<file path="src/mbag_pkg.sv">
// package: constants, types and register map of the address generator
//
// Contract
// - modulo usable on any selected working register
// - wrap on crossing boundary, not only equality
// - write back wrapped address on pre/post modify
// - offset mode wraps address, pointer unchanged
// - reversal only in x unit, writes only
// - only modifier reversed; pointer in normal order
// - reversal needs select not 15, enable, pre/post increment
// - fifteen-bit modifier is the pivot point
// - reversed addresses word sized, modifier scaled
// - other modes or bytes give normal addresses
// - reversal adds modifier, ignores increment, clears bit0
// - reversal beats x write modulo; x read keeps
// - sixteen-entry buffer gives bit-mirrored index order
// - x modulo needs select not 15, enable bit15
// - y modulo needs select not 15, enable bit14
// - buffer length from 16-bit start/end registers
package mbag_pkg;
   // ---------------------------------------------------------------
   // register byte offsets
   // ---------------------------------------------------------------
   localparam logic [7:0] OFS_MOD_CTRL = 8'h00;
   localparam logic [7:0] OFS_BREV_CTRL = 8'h04;
   localparam logic [7:0] OFS_XMOD_START = 8'h08;
   localparam logic [7:0] OFS_XMOD_END = 8'h0c;
   localparam logic [7:0] OFS_YMOD_START = 8'h10;
   localparam logic [7:0] OFS_YMOD_END = 8'h14;
   localparam logic [7:0] OFS_STATUS = 8'h18;
   // ---------------------------------------------------------------
   // field positions and reset values
   // ---------------------------------------------------------------
   localparam int X_MODULO_ENABLE_BIT = 15;
   localparam int Y_MODULO_ENABLE_BIT = 14;
   localparam int BITREV_ENABLE_BIT = 15;
   localparam int XSEL_LSB = 0;
   localparam int YSEL_LSB = 4;
   localparam int BSEL_LSB = 8;
   localparam logic [3:0] SEL_NONE = 4'hf;
   localparam logic [15:0] MOD_CTRL_RST = 16'h0fff;
   localparam logic [15:0] BREV_CTRL_RST = 16'h0000;
   localparam logic [15:0] BOUND_RST = 16'h0000;
   // ---------------------------------------------------------------
   // types
   // ---------------------------------------------------------------
   typedef enum logic [2:0] {
      AM_INDIRECT, AM_POST_INC, AM_POST_DEC, AM_PRE_INC, AM_PRE_DEC,
      AM_OFFSET
   } mbag_mode_e;
   typedef enum logic [1:0] {
      UNIT_X_READ, UNIT_X_WRITE, UNIT_Y
   } mbag_unit_e;
   typedef struct packed {
      logic valid;
      mbag_unit_e unit;
      mbag_mode_e mode;
      logic byte_sz;
      logic [3:0] wreg;
      logic [15:0] ptr;
      logic [15:0] step;
   } mbag_req_s;
   typedef struct packed {
      logic valid;
      logic [15:0] ea;
      logic wb_en;
      logic [3:0] wb_reg;
      logic [15:0] wb_val;
      logic brev;
      logic wrapped;
   } mbag_rsp_s;
endpackage

</file>
<file path="src/mbag_top.sv">
// module: modulo and bit-reversed effective address generator
//
// The register offsets and the AHB-Lite interface to the registers were chosen for this implementation.
`timescale 1ns/1ps
module mbag_top (
   // clock and reset
   input wire logic mclk,
   input wire logic rst_b,
   // ahb-lite slave
   input wire logic hsel,
   input wire logic [7:0] haddr,
   input wire logic [1:0] htrans,
   input wire logic hwrite,
   input wire logic [2:0] hsize,
   input wire logic [31:0] hwdata,
   input wire logic hready,
   output logic [31:0] hrdata,
   output logic hreadyout,
   output logic hresp,
   // pipeline request and answer
   input wire mbag_pkg::mbag_req_s req,
   output mbag_pkg::mbag_rsp_s rsp
);
   // ---------------------------------------------------------------
   // state
   // ---------------------------------------------------------------
   typedef struct packed {
      logic [15:0] mod_ctrl;
      logic [15:0] brev_ctrl;
      logic [15:0] xstart;
      logic [15:0] xend;
      logic [15:0] ystart;
      logic [15:0] yend;
      logic [15:0] wraps;
      logic wr_pend;
      logic [7:0] wr_addr;
      logic [31:0] rdata;
      mbag_pkg::mbag_rsp_s rsp;
   } mbag_state_s;

   mbag_state_s st_q, st_d;

   // mirror a 15-bit value end for end
   function automatic logic [14:0] mbag_mirror(input logic [14:0] v);
      logic [14:0] r;
      r = '0;
      for (int i = 0; i < 15; i++) begin
         r[i] = v[14-i];
      end
      return r;
   endfunction

   // ---------------------------------------------------------------
   // decode of the current request
   // ---------------------------------------------------------------
   logic [3:0] xsel, ysel, bsel;
   logic xmod_on, ymod_on, brev_on;
   logic is_pre, is_post, is_inc, is_mod_mode;
   logic [15:0] base, ea_raw, ea_wrap, ea_out, lo, hi;
   logic mod_hit, wrap_hi, wrap_lo;
   logic [14:0] mod_rev, sum_rev;
   logic [15:0] brev_ea;
   logic [15:0] buf_len;

   always_comb begin
      xsel = st_q.mod_ctrl[mbag_pkg::XSEL_LSB +: 4];
      ysel = st_q.mod_ctrl[mbag_pkg::YSEL_LSB +: 4];
      bsel = st_q.mod_ctrl[mbag_pkg::BSEL_LSB +: 4];
      // x modulo: select not 15 and enable bit 15
      xmod_on = (xsel != mbag_pkg::SEL_NONE)
                && st_q.mod_ctrl[mbag_pkg::X_MODULO_ENABLE_BIT];
      ymod_on = (ysel != mbag_pkg::SEL_NONE)
                && st_q.mod_ctrl[mbag_pkg::Y_MODULO_ENABLE_BIT];
      is_pre = (req.mode == mbag_pkg::AM_PRE_INC)
               || (req.mode == mbag_pkg::AM_PRE_DEC);
      is_post = (req.mode == mbag_pkg::AM_POST_INC)
                || (req.mode == mbag_pkg::AM_POST_DEC);
      is_inc = (req.mode == mbag_pkg::AM_PRE_INC)
               || (req.mode == mbag_pkg::AM_POST_INC);
      is_mod_mode = is_pre || is_post;
      // reversal only for x writes, words, increment modes
      brev_on = (bsel != mbag_pkg::SEL_NONE)
                && st_q.brev_ctrl[mbag_pkg::BITREV_ENABLE_BIT]
                && (req.unit == mbag_pkg::UNIT_X_WRITE)
                && !req.byte_sz && is_inc
                && (req.wreg == bsel);
      // modified address: pre/offset use the sum, post the unmodified pointer
      ea_raw = req.ptr + req.step;
      base = (is_pre || req.mode == mbag_pkg::AM_OFFSET) ? ea_raw : req.ptr;
      // pick the circular buffer of this unit
      lo = (req.unit == mbag_pkg::UNIT_Y) ? st_q.ystart : st_q.xstart;
      hi = (req.unit == mbag_pkg::UNIT_Y) ? st_q.yend : st_q.xend;
      buf_len = 16'(hi - lo + 16'h0001);
      // any register but 15 may be the pointer; reversal kills x write modulo
      mod_hit = ((req.unit == mbag_pkg::UNIT_Y) ? (ymod_on
                && req.wreg == ysel) : (xmod_on && req.wreg == xsel))
                && !brev_on;
      // crossing, not only equality, triggers the wrap
      wrap_hi = mod_hit && (ea_raw > hi) && (req.ptr <= hi);
      wrap_lo = mod_hit && (ea_raw < lo) && (req.ptr >= lo);
      ea_wrap = wrap_hi ? 16'(ea_raw - buf_len)
              : wrap_lo ? 16'(ea_raw + buf_len) : ea_raw;
      // reversed carry add: pointer word index mirrored, modifier added
      // reversed, mirrored back; pointer keeps normal order
      mod_rev = mbag_mirror(st_q.brev_ctrl[14:0]);
      sum_rev = 15'(mbag_mirror(req.ptr[15:1]) + mod_rev);
      brev_ea = {mbag_mirror(sum_rev), 1'b0};
      ea_out = (is_pre || req.mode == mbag_pkg::AM_OFFSET)
               ? ((wrap_hi || wrap_lo) ? ea_wrap : ea_raw) : base;
   end

   // ---------------------------------------------------------------
   // next state: registers, bus and address answer
   // ---------------------------------------------------------------
   logic bus_go;
   always_comb begin
      st_d = st_q;
      bus_go = hsel && hready && htrans[1];
      // write data phase lands one cycle after the address phase
      if (st_q.wr_pend) begin
         unique case (st_q.wr_addr)
            mbag_pkg::OFS_MOD_CTRL: st_d.mod_ctrl = hwdata[15:0];
            mbag_pkg::OFS_BREV_CTRL: st_d.brev_ctrl = hwdata[15:0];
            mbag_pkg::OFS_XMOD_START: st_d.xstart = hwdata[15:0];
            mbag_pkg::OFS_XMOD_END: st_d.xend = hwdata[15:0];
            mbag_pkg::OFS_YMOD_START: st_d.ystart = hwdata[15:0];
            mbag_pkg::OFS_YMOD_END: st_d.yend = hwdata[15:0];
            default: ;
         endcase
      end
      st_d.wr_pend = bus_go && hwrite;
      st_d.wr_addr = haddr;
      if (bus_go && !hwrite) begin
         unique case (haddr)
            mbag_pkg::OFS_MOD_CTRL: st_d.rdata = {16'h0000, st_q.mod_ctrl};
            mbag_pkg::OFS_BREV_CTRL: st_d.rdata = {16'h0000, st_q.brev_ctrl};
            mbag_pkg::OFS_XMOD_START: st_d.rdata = {16'h0000, st_q.xstart};
            mbag_pkg::OFS_XMOD_END: st_d.rdata = {16'h0000, st_q.xend};
            mbag_pkg::OFS_YMOD_START: st_d.rdata = {16'h0000, st_q.ystart};
            mbag_pkg::OFS_YMOD_END: st_d.rdata = {16'h0000, st_q.yend};
            mbag_pkg::OFS_STATUS: st_d.rdata = {16'h0000, st_q.wraps};
            default: st_d.rdata = 32'h0000_0000;
         endcase
      end
      // wrap counter shows the number of modulo wraps to software
      if (req.valid && (wrap_hi || wrap_lo)) begin
         st_d.wraps = 16'(st_q.wraps + 16'h0001);
      end
      // answer: one cycle after the request
      st_d.rsp.valid = req.valid;
      st_d.rsp.brev = req.valid && brev_on;
      st_d.rsp.wrapped = req.valid && (wrap_hi || wrap_lo);
      st_d.rsp.wb_reg = req.wreg;
      st_d.rsp.ea = brev_on ? brev_ea : ea_out;
      // pointer writeback only for pre/post modify
      st_d.rsp.wb_en = req.valid && (is_mod_mode || brev_on);
      st_d.rsp.wb_val = brev_on ? brev_ea
                       : (wrap_hi || wrap_lo) ? ea_wrap : ea_raw;
   end

   // state register
   always_ff @(posedge mclk or negedge rst_b) begin
      if (!rst_b) begin
         st_q <= '0;
         st_q.mod_ctrl <= mbag_pkg::MOD_CTRL_RST;
         st_q.brev_ctrl <= mbag_pkg::BREV_CTRL_RST;
      end else begin
         st_q <= st_d;
      end
   end

   // data and answer straight from flip-flops; ready and response tied off; zero wait states
   assign hrdata = st_q.rdata;
   assign hreadyout = 1'b1;
   assign hresp = 1'b0;
   assign rsp = st_q.rsp;

   // ---------------------------------------------------------------
   // checks
   // ---------------------------------------------------------------
   chk_offset_no_wb: assert property (@(posedge mclk) disable iff (!rst_b)
      req.valid && req.mode == mbag_pkg::AM_OFFSET && !brev_on
      |=> !rsp.wb_en) else $error("offset mode wrote pointer");
   chk_brev_bit0: assert property (@(posedge mclk) disable iff (!rst_b)
      req.valid && brev_on |=> rsp.ea[0] == 1'b0 && rsp.brev)
      else $error("reversed address bit0 set");
   chk_brev_xwrite: assert property (@(posedge mclk) disable iff (!rst_b)
      rsp.brev |-> $past(req.unit) == mbag_pkg::UNIT_X_WRITE
      && !$past(req.byte_sz)) else $error("reversal off x write");
   chk_brev_beats_mod: assert property (@(posedge mclk) disable iff (!rst_b)
      rsp.brev |-> !rsp.wrapped) else $error("modulo with reversal");
   chk_xmod_gate: assert property (@(posedge mclk) disable iff (!rst_b)
      rsp.wrapped && $past(req.unit) != mbag_pkg::UNIT_Y
      |-> $past(st_q.mod_ctrl[15]) && $past(xsel) != 4'hf)
      else $error("x wrap while disabled");
   chk_ymod_gate: assert property (@(posedge mclk) disable iff (!rst_b)
      rsp.wrapped && $past(req.unit) == mbag_pkg::UNIT_Y
      |-> $past(st_q.mod_ctrl[14]) && $past(ysel) != 4'hf)
      else $error("y wrap while disabled");
   // a wrapped pointer must land back inside the buffer bounds
   chk_wrap_in_buf: assert property (@(posedge mclk) disable iff (!rst_b)
      req.valid && (wrap_hi || wrap_lo) && is_mod_mode
      |=> rsp.wb_val >= $past(lo) && rsp.wb_val <= $past(hi))
      else $error("wrapped pointer outside buffer");
   chk_mod_wb: assert property (@(posedge mclk) disable iff (!rst_b)
      req.valid && is_mod_mode |=> rsp.wb_en && rsp.valid)
      else $error("modify mode without writeback");
   chk_brev_step: assert property (@(posedge mclk) disable iff (!rst_b)
      req.valid && brev_on && req.ptr[4:0] == 5'h00
      && st_q.brev_ctrl[14:0] == 15'h0008
      |=> rsp.ea == 16'($past(req.ptr) + 16'h0010))
      else $error("reversed step wrong");
   cov_brev: cover property (@(posedge mclk) disable iff (!rst_b) rsp.brev);
   cov_wrap_hi: cover property (@(posedge mclk) disable iff (!rst_b)
      req.valid && wrap_hi);
   cov_wrap_lo: cover property (@(posedge mclk) disable iff (!rst_b)
      req.valid && wrap_lo);
endmodule

</file>
<file path="config.mk">
export PLATFORM = sky130hd
export DESIGN_NAME = mbag_top
export DESIGN_NICKNAME = d
export VERILOG_FILES = /design/src/mbag_pkg.sv /design/src/mbag_top.sv
export SDC_FILE = /design/constraint.sdc
export NUM_CORES = 1
export LEC_CHECK = 0
export BUFFER_PORTS_ARGS = -buffer_cell sky130_fd_sc_hd__buf_4
export CAP_MARGIN = 20
export CORE_MARGIN = 2
export CORE_UTILIZATION = 32
export DETAILED_ROUTE_END_ITERATION = 8
export PLACE_DENSITY = 0.51
export SKIP_CTS_REPAIR_TIMING = 1
export SLEW_MARGIN = 20
export SYNTH_ARGS = -nofsm -noshare
export SYNTH_HDL_FRONTEND = slang
export SYNTH_SLANG_ARGS = --single-unit
</file>
<file path="constraint.sdc">
create_clock -name mclk -period 6.5 [get_ports mclk]
set_clock_uncertainty 0.15 [all_clocks]
set_input_delay 1.95 -clock mclk [delete_from_list [all_inputs] [get_ports mclk]]
set_output_delay 1.95 -clock mclk [all_outputs]
set_load 0.05 [all_outputs]
</file>
==> results of run 1 <==
stage by stage:
step | hold WS (ps) | power, W | setup TNS [ps]
5_1_grt | 362 | 0.00454 | -881
6_report | 343 | 0.00428 | 0
3_3_place_gp | 335 | 0.00308 | -29640
2_1_floorplan | 295 | 0.00241 | -941
4_1_cts | 346 | 0.00416 | -10100
3_5_place_dp | 333 | 0.00310 | -32750
state kept, by name, indices dropped and copies added (netlist names):
| signal | cells |
|---|---|
| bsel | 4 |
| hrdata | 16 |
| mod_rev | 15 |
| rsp | 40 |
| st_q | 102 |
worst paths after layout:
path	start	to	slack [ps]	cells after the start
max	req[40]	rsp[17]$_DFF_PN0_	30	22
min	st_q[88]$_DFFE_PN0P_	st_q[88]$_DFFE_PN0P_	340	1
max reg2reg	st_q[97]$_DFFE_PN0P_	rsp[17]$_DFF_PN0_	1490	20
min reg2reg	st_q[88]$_DFFE_PN0P_	st_q[88]$_DFFE_PN0P_	340	1
max in group asynchronous	rst_b	bsel[3]$_DFFE_PN1P_	3600	2
min in group asynchronous	rst_b	rsp[26]$_DFF_PN0_	1470	1
report_power, final:
group | internal, W | switching (W)
Combinational | 0.000936 | 0.00110
Clock | 0.000527 | 0.000514
Sequential | 0.00117 | 0.0000328
critical path, stage by stage:
cell and delay (ps):
sky130_fd_sc_hd__buf_6 90, sky130_fd_sc_hd__nand2b_4 220, sky130_fd_sc_hd__mux2_4 370, sky130_fd_sc_hd__ha_2 180
sky130_fd_sc_hd__ha_2 190, sky130_fd_sc_hd__fa_2 400, sky130_fd_sc_hd__a211o_1 320, sky130_fd_sc_hd__o211ai_1 170
sky130_fd_sc_hd__a21oi_1 140, sky130_fd_sc_hd__a21oi_1 180, sky130_fd_sc_hd__xnor2_1 140, sky130_fd_sc_hd__buf_4 160
sky130_fd_sc_hd__ha_4 220, sky130_fd_sc_hd__nor4_4 160, sky130_fd_sc_hd__nor3b_4 250, sky130_fd_sc_hd__o21bai_2 110
sky130_fd_sc_hd__a221o_1 330, sky130_fd_sc_hd__o31ai_2 230, sky130_fd_sc_hd__xnor3_1 260, sky130_fd_sc_hd__a22oi_2 210
sky130_fd_sc_hd__xnor2_2 100, sky130_fd_sc_hd__mux2_4 250
kinds of logic (layout without fill, tap and decap cells):
| family | Yosys count | in the layout | synth area share [%] |
|---|---|---|---|
| buf+inv | 177 | 462 | 7.04 |
| flops | 177 | 177 | 32.7 |
| fa+ha+maj | 144 | 144 | 13.5 |
| other cells | 2 | 18 | 0.0553 |
| mux | 156 | 156 | 12.7 |
| compound gates | 341 | 341 | 17.7 |
| xor+xnor | 76 | 76 | 5.10 |
| simple gates | 305 | 305 | 11.2 |
cells in the mapped netlist (12+ instances only):
master                     number  share of area (%)
sky130_fd_sc_hd__a21o_1        29                1.6
sky130_fd_sc_hd__a21oi_1       63                2.3
sky130_fd_sc_hd__a221o_1       16                1.2
sky130_fd_sc_hd__a221oi_1      18                1.2
sky130_fd_sc_hd__a22o_1        21                1.4
sky130_fd_sc_hd__a22oi_1       24                1.3
sky130_fd_sc_hd__and3_1        12               0.55
sky130_fd_sc_hd__buf_4         74                4.1
sky130_fd_sc_hd__clkbuf_1      33               0.91
sky130_fd_sc_hd__dfrtp_1      165                 30
sky130_fd_sc_hd__dfstp_2       12                2.3
sky130_fd_sc_hd__ha_1         137                 13
sky130_fd_sc_hd__inv_1         60                1.7
sky130_fd_sc_hd__mux2_2       116                9.6
sky130_fd_sc_hd__mux2i_1       39                2.9
sky130_fd_sc_hd__nand2_1       73                2.0
sky130_fd_sc_hd__nand3_1       28                1.0
sky130_fd_sc_hd__nand4_1       12               0.55
sky130_fd_sc_hd__nor2_1        76                2.1
sky130_fd_sc_hd__nor2b_1       16               0.74
sky130_fd_sc_hd__nor3_1        22               0.81
sky130_fd_sc_hd__o21ai_0       58                2.1
sky130_fd_sc_hd__o21bai_1      21                1.2
sky130_fd_sc_hd__or3_1         14               0.64
sky130_fd_sc_hd__xnor2_1       51                3.3
sky130_fd_sc_hd__xor2_1        23                1.5
layout make-up:
| cell class | count | area share, % |
|---|---|---|
| repair buffers | 370 | 16.1 |
| inverters | 60 | 1.28 |
| clock buffers | 20 | 2.59 |
| clock inverters | 12 | 0.696 |
| flip-flops and latches | 177 | 25.2 |
| well taps | 539 | 3.83 |
| multi-input cells | 1040 | 50.3 |
routing by layer:
metal	track usage, %	vias up	part of all wire (%)
met5	0	-	0
met4	5.53	0	2.2
met3	2.92	46	3.1
met2	35.9	210	49
met1	27.0	5798	46
li1	-	5552	-
==> flow_metrics.py, run 1 <==
metrics = {
    "run_status": {
        "run_status": "complete, no violations",
    },
    "timing": {
        "grt_setup_unrepaired": "true",
        "worst-slew-pin-transition_ps": 1080,
        "finalHoldViolations": 0,
        "report.final.setup_viol": 0,
        "timing_max_transition_violations_final": 0,
        "min_period_ps": 6470,
        "postLayoutSetupSlackWorst_ps": 26.2,
        "clock.fmax_mhz": 154,
        "max-slew-margin-rel_pct": 28.0,
        "share_of_the_clock_period_used_by_the_worst_path_after_layout_pct": 99.6,
    },
    "placed_design": {
        "dpl_worst_slack_ps": -944,
        "gp_congestion": 0.888,
        "portBuffers": 128,
        "placedCellCount": 2174,
        "placement.cell_area_mm2": 0.0164,
        "dp.final_hpwl_um": 35900,
    },
    "clock_tree": {
        "clk_path_buf_depth": 2,
        "cts_tree": "yes",
        "worstSkewPairLatency_ps": 460,
        "cts-buffers-inserted": 17,
        "cts.htree.levels": 4,
        "worst_setup_hold_path_clk_slew_ps": 70,
        "clock_sink_count": 177,
        "cts.root.buffer_cell": "sky130_fd_sc_hd__clkbuf_16",
    },
    "finish": {
        "mostFrequentLayoutCell": "sky130_fd_sc_hd__buf_4",
        "layout-drive-gt1-share_pct": 38.4,
        "register_area_mm2": 0.00444,
        "antenna_cells": 0,
        "non_filler_cells_in_the_finished_layout": 2218,
        "syn2layout_area_growth_pct": 29.7,
        "post-route-cell-area_mm2": 0.0176,
        "nFillCells": 4105,
        "design.final.nets": 1901,
        "most-common-layout-cells": "sky130_fd_sc_hd__buf_4 (359), sky130_fd_sc_hd__dfrtp_1 (165), sky130_fd_sc_hd__ha_1 (127)",
        "final_core_util_pct": 42.0,
        "multi_input_area_mm2": 0.00886,
    },
    "logic_synthesis": {
        "post_synth_inst_count": 1378,
        "ys.flop_type": "sky130_fd_sc_hd__dfrtp_1",
        "synth-async-reset-ratio_pct": 100,
        "ys_warn_count": 0,
        "mappedNetlistArea_mm2": 0.0136,
        "yosys.cell_types.count": 84,
        "ys_seq_area_share_pct": 32.7,
        "ys_ff_latch": 177,
        "synth-edff-count": 0,
        "post_synth.cell_area_avg_um2": 9.86,
    },
    "drt": {
        "drt_iter0_markers": 633,
        "post_route_wl_um": 45800,
        "avgViaCountPerCell": 5.23,
        "remaining_number_of_nets_flagged_by_the_antenna_check_after_routing": 0,
        "average_wire_per_standard_cell_um": 20.6,
        "via_count": 11600,
        "drt-pass1-iter-count": 5,
        "drt_drc_violations_left": 0,
    },
    "die": {
        "initial_core_util_pct": 32.4,
        "floorplan.rows": 75,
        "die_area_mm2": 0.0441,
        "die_w_um": 210,
        "io-pin-count": 167,
        "dieHeight_um": 210,
        "core_area_mm2": 0.0419,
    },
    "setup_path": {
        "critical_path_peak_fanout": 7,
        "critPathLaunchType": "input pin",
        "worst_ep_required_time_ps": 6690,
        "arrival_ps": 6670,
        "critical_path.endpoint_type": "flop",
        "crit_type": "input pin to flop",
    },
    "global_route": {
        "number_of_global_route_vias_before_repair": 11700,
        "grt_remaining_overflow": 0,
        "antenna_violations_before_repair": 0,
        "groute.usage.overall_pct": 20.7,
        "largest_net_degree_at_the_start_of_global_routing": 113,
        "grt_first_pass_wirelength_um": 68800,
    },
    "run": {
        "timing.max_cap.violations": 0,
    },
    "power_and_ir_drop": {
        "power_leakage_nw": 8.40,
        "p_per_cell_area_mw_per_mm2": 243,
        "peakVddDrop_mv": 0.150,
    },
    "hold_path": {
        "hp-class": "flop to flop",
    },
}
Power figures use the tool's default switching activity.
==> run 2: changes to the inputs <==
--- a/config.mk
+++ b/config.mk
@@ -6,11 +6,12 @@
 export NUM_CORES = 1
 export LEC_CHECK = 0
 export BUFFER_PORTS_ARGS = -buffer_cell sky130_fd_sc_hd__buf_4
-export CAP_MARGIN = 20
+export CELL_PAD_IN_SITES_DETAIL_PLACEMENT = 0
+export CELL_PAD_IN_SITES_GLOBAL_PLACEMENT = 1
 export CORE_MARGIN = 2
 export CORE_UTILIZATION = 32
 export DETAILED_ROUTE_END_ITERATION = 8
-export PLACE_DENSITY = 0.51
+export PLACE_DENSITY = 0.62
 export SKIP_CTS_REPAIR_TIMING = 1
 export SLEW_MARGIN = 20
 export SYNTH_ARGS = -nofsm -noshare
==> run 2 against run 1 <==
  * Sequential cell count did not move
  * Sequential share of layout area fell by 0.23 points
  * Fmax fell by 1.2%
  * Clock power barely moved
  * Final area rose by 0.92%
  * Via count fell by 0.14%
  * Sequential power barely moved
  * Global-route usage barely moved
  * First-iteration DRC count rose by 10%
  * The run now ends with setup timing left
  * Count of clock-buffer cells in the layout fell by 2
  * Highest routed layer unchanged
  * Hold slack got worse by 9.9 ps
==> flow_metrics.py, run 2 (same netlist as run 1, synthesis figures left out) <==
metrics = {
    "hold_path": {
        "hp-class": "flop to flop",
    },
    "setup_path": {
        "crit_type": "input pin to flop",
        "worst_ep_required_time_ps": 6680,
        "critPathTopFamily": "compound AO/OA/AOI/OAI gates",
        "critical_path.endpoint_type": "flop",
        "critical_path_peak_fanout": 7,
        "path_cells": "buf_6 -> nand2b_4 -> buf_4 -> mux2i_1 -> ha_2 -> ha_2 -> fa_2 -> a211o_1 -> o211ai_1 -> nand2b_1 -> a21oi_2 -> xnor2_2 -> ha_4 -> nor4_4 -> nor3b_2 -> o21bai_2 -> a221o_1 -> o31ai_2 -> xnor3_1 -> a22oi_2 -> xnor2_2 -> mux2_4",
        "cp_slowest_cell": "sky130_fd_sc_hd__fa_2",
        "arrival_ps": 6730,
        "worst_path_largest_cell_delay_ps": 410,
        "cp.buffers_inverters": 2,
        "critPathLaunchType": "input pin",
    },
    "timing": {
        "clock.fmax_mhz": 153,
        "worst-slew-pin-transition_ps": 1150,
        "timing_max_transition_violations_final": 0,
        "postLayoutSetupSlackWorst_ps": -52.4,
        "share_of_the_clock_period_used_by_the_worst_path_after_layout_pct": 101,
        "max-slew-margin-rel_pct": 23.3,
        "finalHoldViolations": 0,
        "min_period_ps": 6550,
        "report.final.setup_viol": 2,
        "grt_setup_unrepaired": "true",
    },
    "clock_tree": {
        "worstSkewPairLatency_ps": 450,
        "clk_path_buf_depth": 2,
        "clock_sink_count": 177,
        "worst_setup_hold_path_clk_slew_ps": 70,
        "cts-buffers-inserted": 17,
        "cts_tree": "yes",
        "cts.root.buffer_cell": "sky130_fd_sc_hd__clkbuf_16",
        "cts.htree.levels": 4,
    },
    "global_route": {
        "largest_net_degree_at_the_start_of_global_routing": 118,
        "groute.usage.overall_pct": 20.7,
        "grt_first_pass_wirelength_um": 68600,
        "antenna_violations_before_repair": 1,
        "number_of_global_route_vias_before_repair": 11400,
        "grt_remaining_overflow": 0,
    },
    "drt": {
        "post_route_wl_um": 46100,
        "average_wire_per_standard_cell_um": 20.8,
        "via_count": 11600,
        "drt-pass1-iter-count": 5,
        "drt_drc_violations_left": 0,
        "remaining_number_of_nets_flagged_by_the_antenna_check_after_routing": 0,
        "avgViaCountPerCell": 5.22,
        "drt_iter0_markers": 698,
    },
    "run": {
        "timing.max_cap.violations": 0,
    },
    "power_and_ir_drop": {
        "power_w": 0.00437,
        "p_per_cell_area_mw_per_mm2": 246,
        "power_leakage_nw": 8.44,
        "peakVddDrop_mv": 0.190,
    },
    "finish": {
        "syn2layout_area_growth_pct": 30.9,
        "antenna_cells": 0,
        "most-common-layout-cells": "sky130_fd_sc_hd__buf_4 (351), sky130_fd_sc_hd__dfrtp_1 (165), sky130_fd_sc_hd__ha_1 (124)",
        "layout-drive-gt1-share_pct": 39.0,
        "non_filler_cells_in_the_finished_layout": 2220,
        "registers.top_by_ff_count": "st_q",
        "largest_reg_flops": 102,
        "design.final.nets": 1903,
        "mostFrequentLayoutCell": "sky130_fd_sc_hd__buf_4",
    },
    "placed_design": {
        "dp.final_hpwl_um": 35900,
        "placedCellCount": 2170,
        "dpl_worst_slack_ps": -988,
        "gp_congestion": 0.872,
        "portBuffers": 128,
    },
    "die": {
        "initial_core_util_pct": 32.4,
        "floorplan.rows": 75,
        "die_w_um": 210,
        "dieHeight_um": 210,
        "die_area_mm2": 0.0441,
        "io-pin-count": 167,
        "core_area_mm2": 0.0419,
    },
    "run_status": {
        "run_status": "finished with violations",
        "failed_checks": "setup timing",
    },
}
[run 2: cell count changes in the layout (fill, tap and decap cells not counted), moves of 3 or more]
cell,delta
sky130_fd_sc_hd__a21oi_1,-3
sky130_fd_sc_hd__buf_4,-8
sky130_fd_sc_hd__buf_6,+8
sky130_fd_sc_hd__ha_1,-3
sky130_fd_sc_hd__mux2i_1,+4
sky130_fd_sc_hd__mux2i_2,-5
sky130_fd_sc_hd__nand2_4,-3
sky130_fd_sc_hd__nor3_4,+3
sky130_fd_sc_hd__o21ai_1,-3
sky130_fd_sc_hd__o21ai_2,+5
[run 2: path summary, 6_finish.rpt]
| check | slack [ps] | endpoint | from | depth (start not counted) |
|---|---|---|---|---|
| max in group asynchronous | 3580 | st_q[177]$_DFFE_PN1P_ | rst_b | 2 |
| min reg2reg | 330 | st_q[96]$_DFFE_PN0P_ | st_q[96]$_DFFE_PN0P_ | 1 |
| min | 330 | st_q[96]$_DFFE_PN0P_ | st_q[96]$_DFFE_PN0P_ | 1 |
| min in group asynchronous | 1500 | rsp[39]$_DFF_PN0_ | rst_b | 1 |
| max | -50 | rsp[17]$_DFF_PN0_ | req[40] | 22 |
| max reg2reg | 1460 | rsp[17]$_DFF_PN0_ | st_q[97]$_DFFE_PN0P_ | 19 |
[run 2: per-stage QoR]
step / instance area, µm² / TNS, ps / hold WS [ps] / util [%]
3_5_place_dp: 16400 / -36570 / 325 / 39.0
5_1_grt: 17800 / -1350 / 371 / 42.4
6_report: 17800 / -79.9 / 333 / 42.4
4_1_cts: 16900 / -14510 / 339 / 40.4
3_3_place_gp: 16400 / -35020 / 322 / 39.0
2_1_floorplan: 13800 / -941 / 295 / -
[run 2: layout make-up]
cell class                      count  area, µm²
Fill cell                        4027      24200
Multi-Input combinational cell   1040       8960
Sequential cell                   177       4440
Timing Repair Buffer              372       2900
Tap cell                          539        674
Clock buffer                       18        429
Inverter                           60        225
Clock inverter                     14        149
[run 2: power by group]
part | internal [W] | leakage, nW | total, W | switching [W]
Combinational | 0.000956 | 5.92 | 0.00212 | 0.00116
Clock | 0.000542 | 0.280 | 0.00105 | 0.000505
Sequential | 0.00117 | 2.24 | 0.00120 | 0.0000314
Total | 0.00267 | 8.44 | 0.00437 | 0.00170
[run 2: layer usage]
metal	vias to the layer above	track usage (%)	part of all wire (%)
met1	5757	29.7	48
met3	25	2.91	4.3
met5	-	0	0
met2	250	33.1	47
li1	5558	-	-
met4	0	4.50	1.2
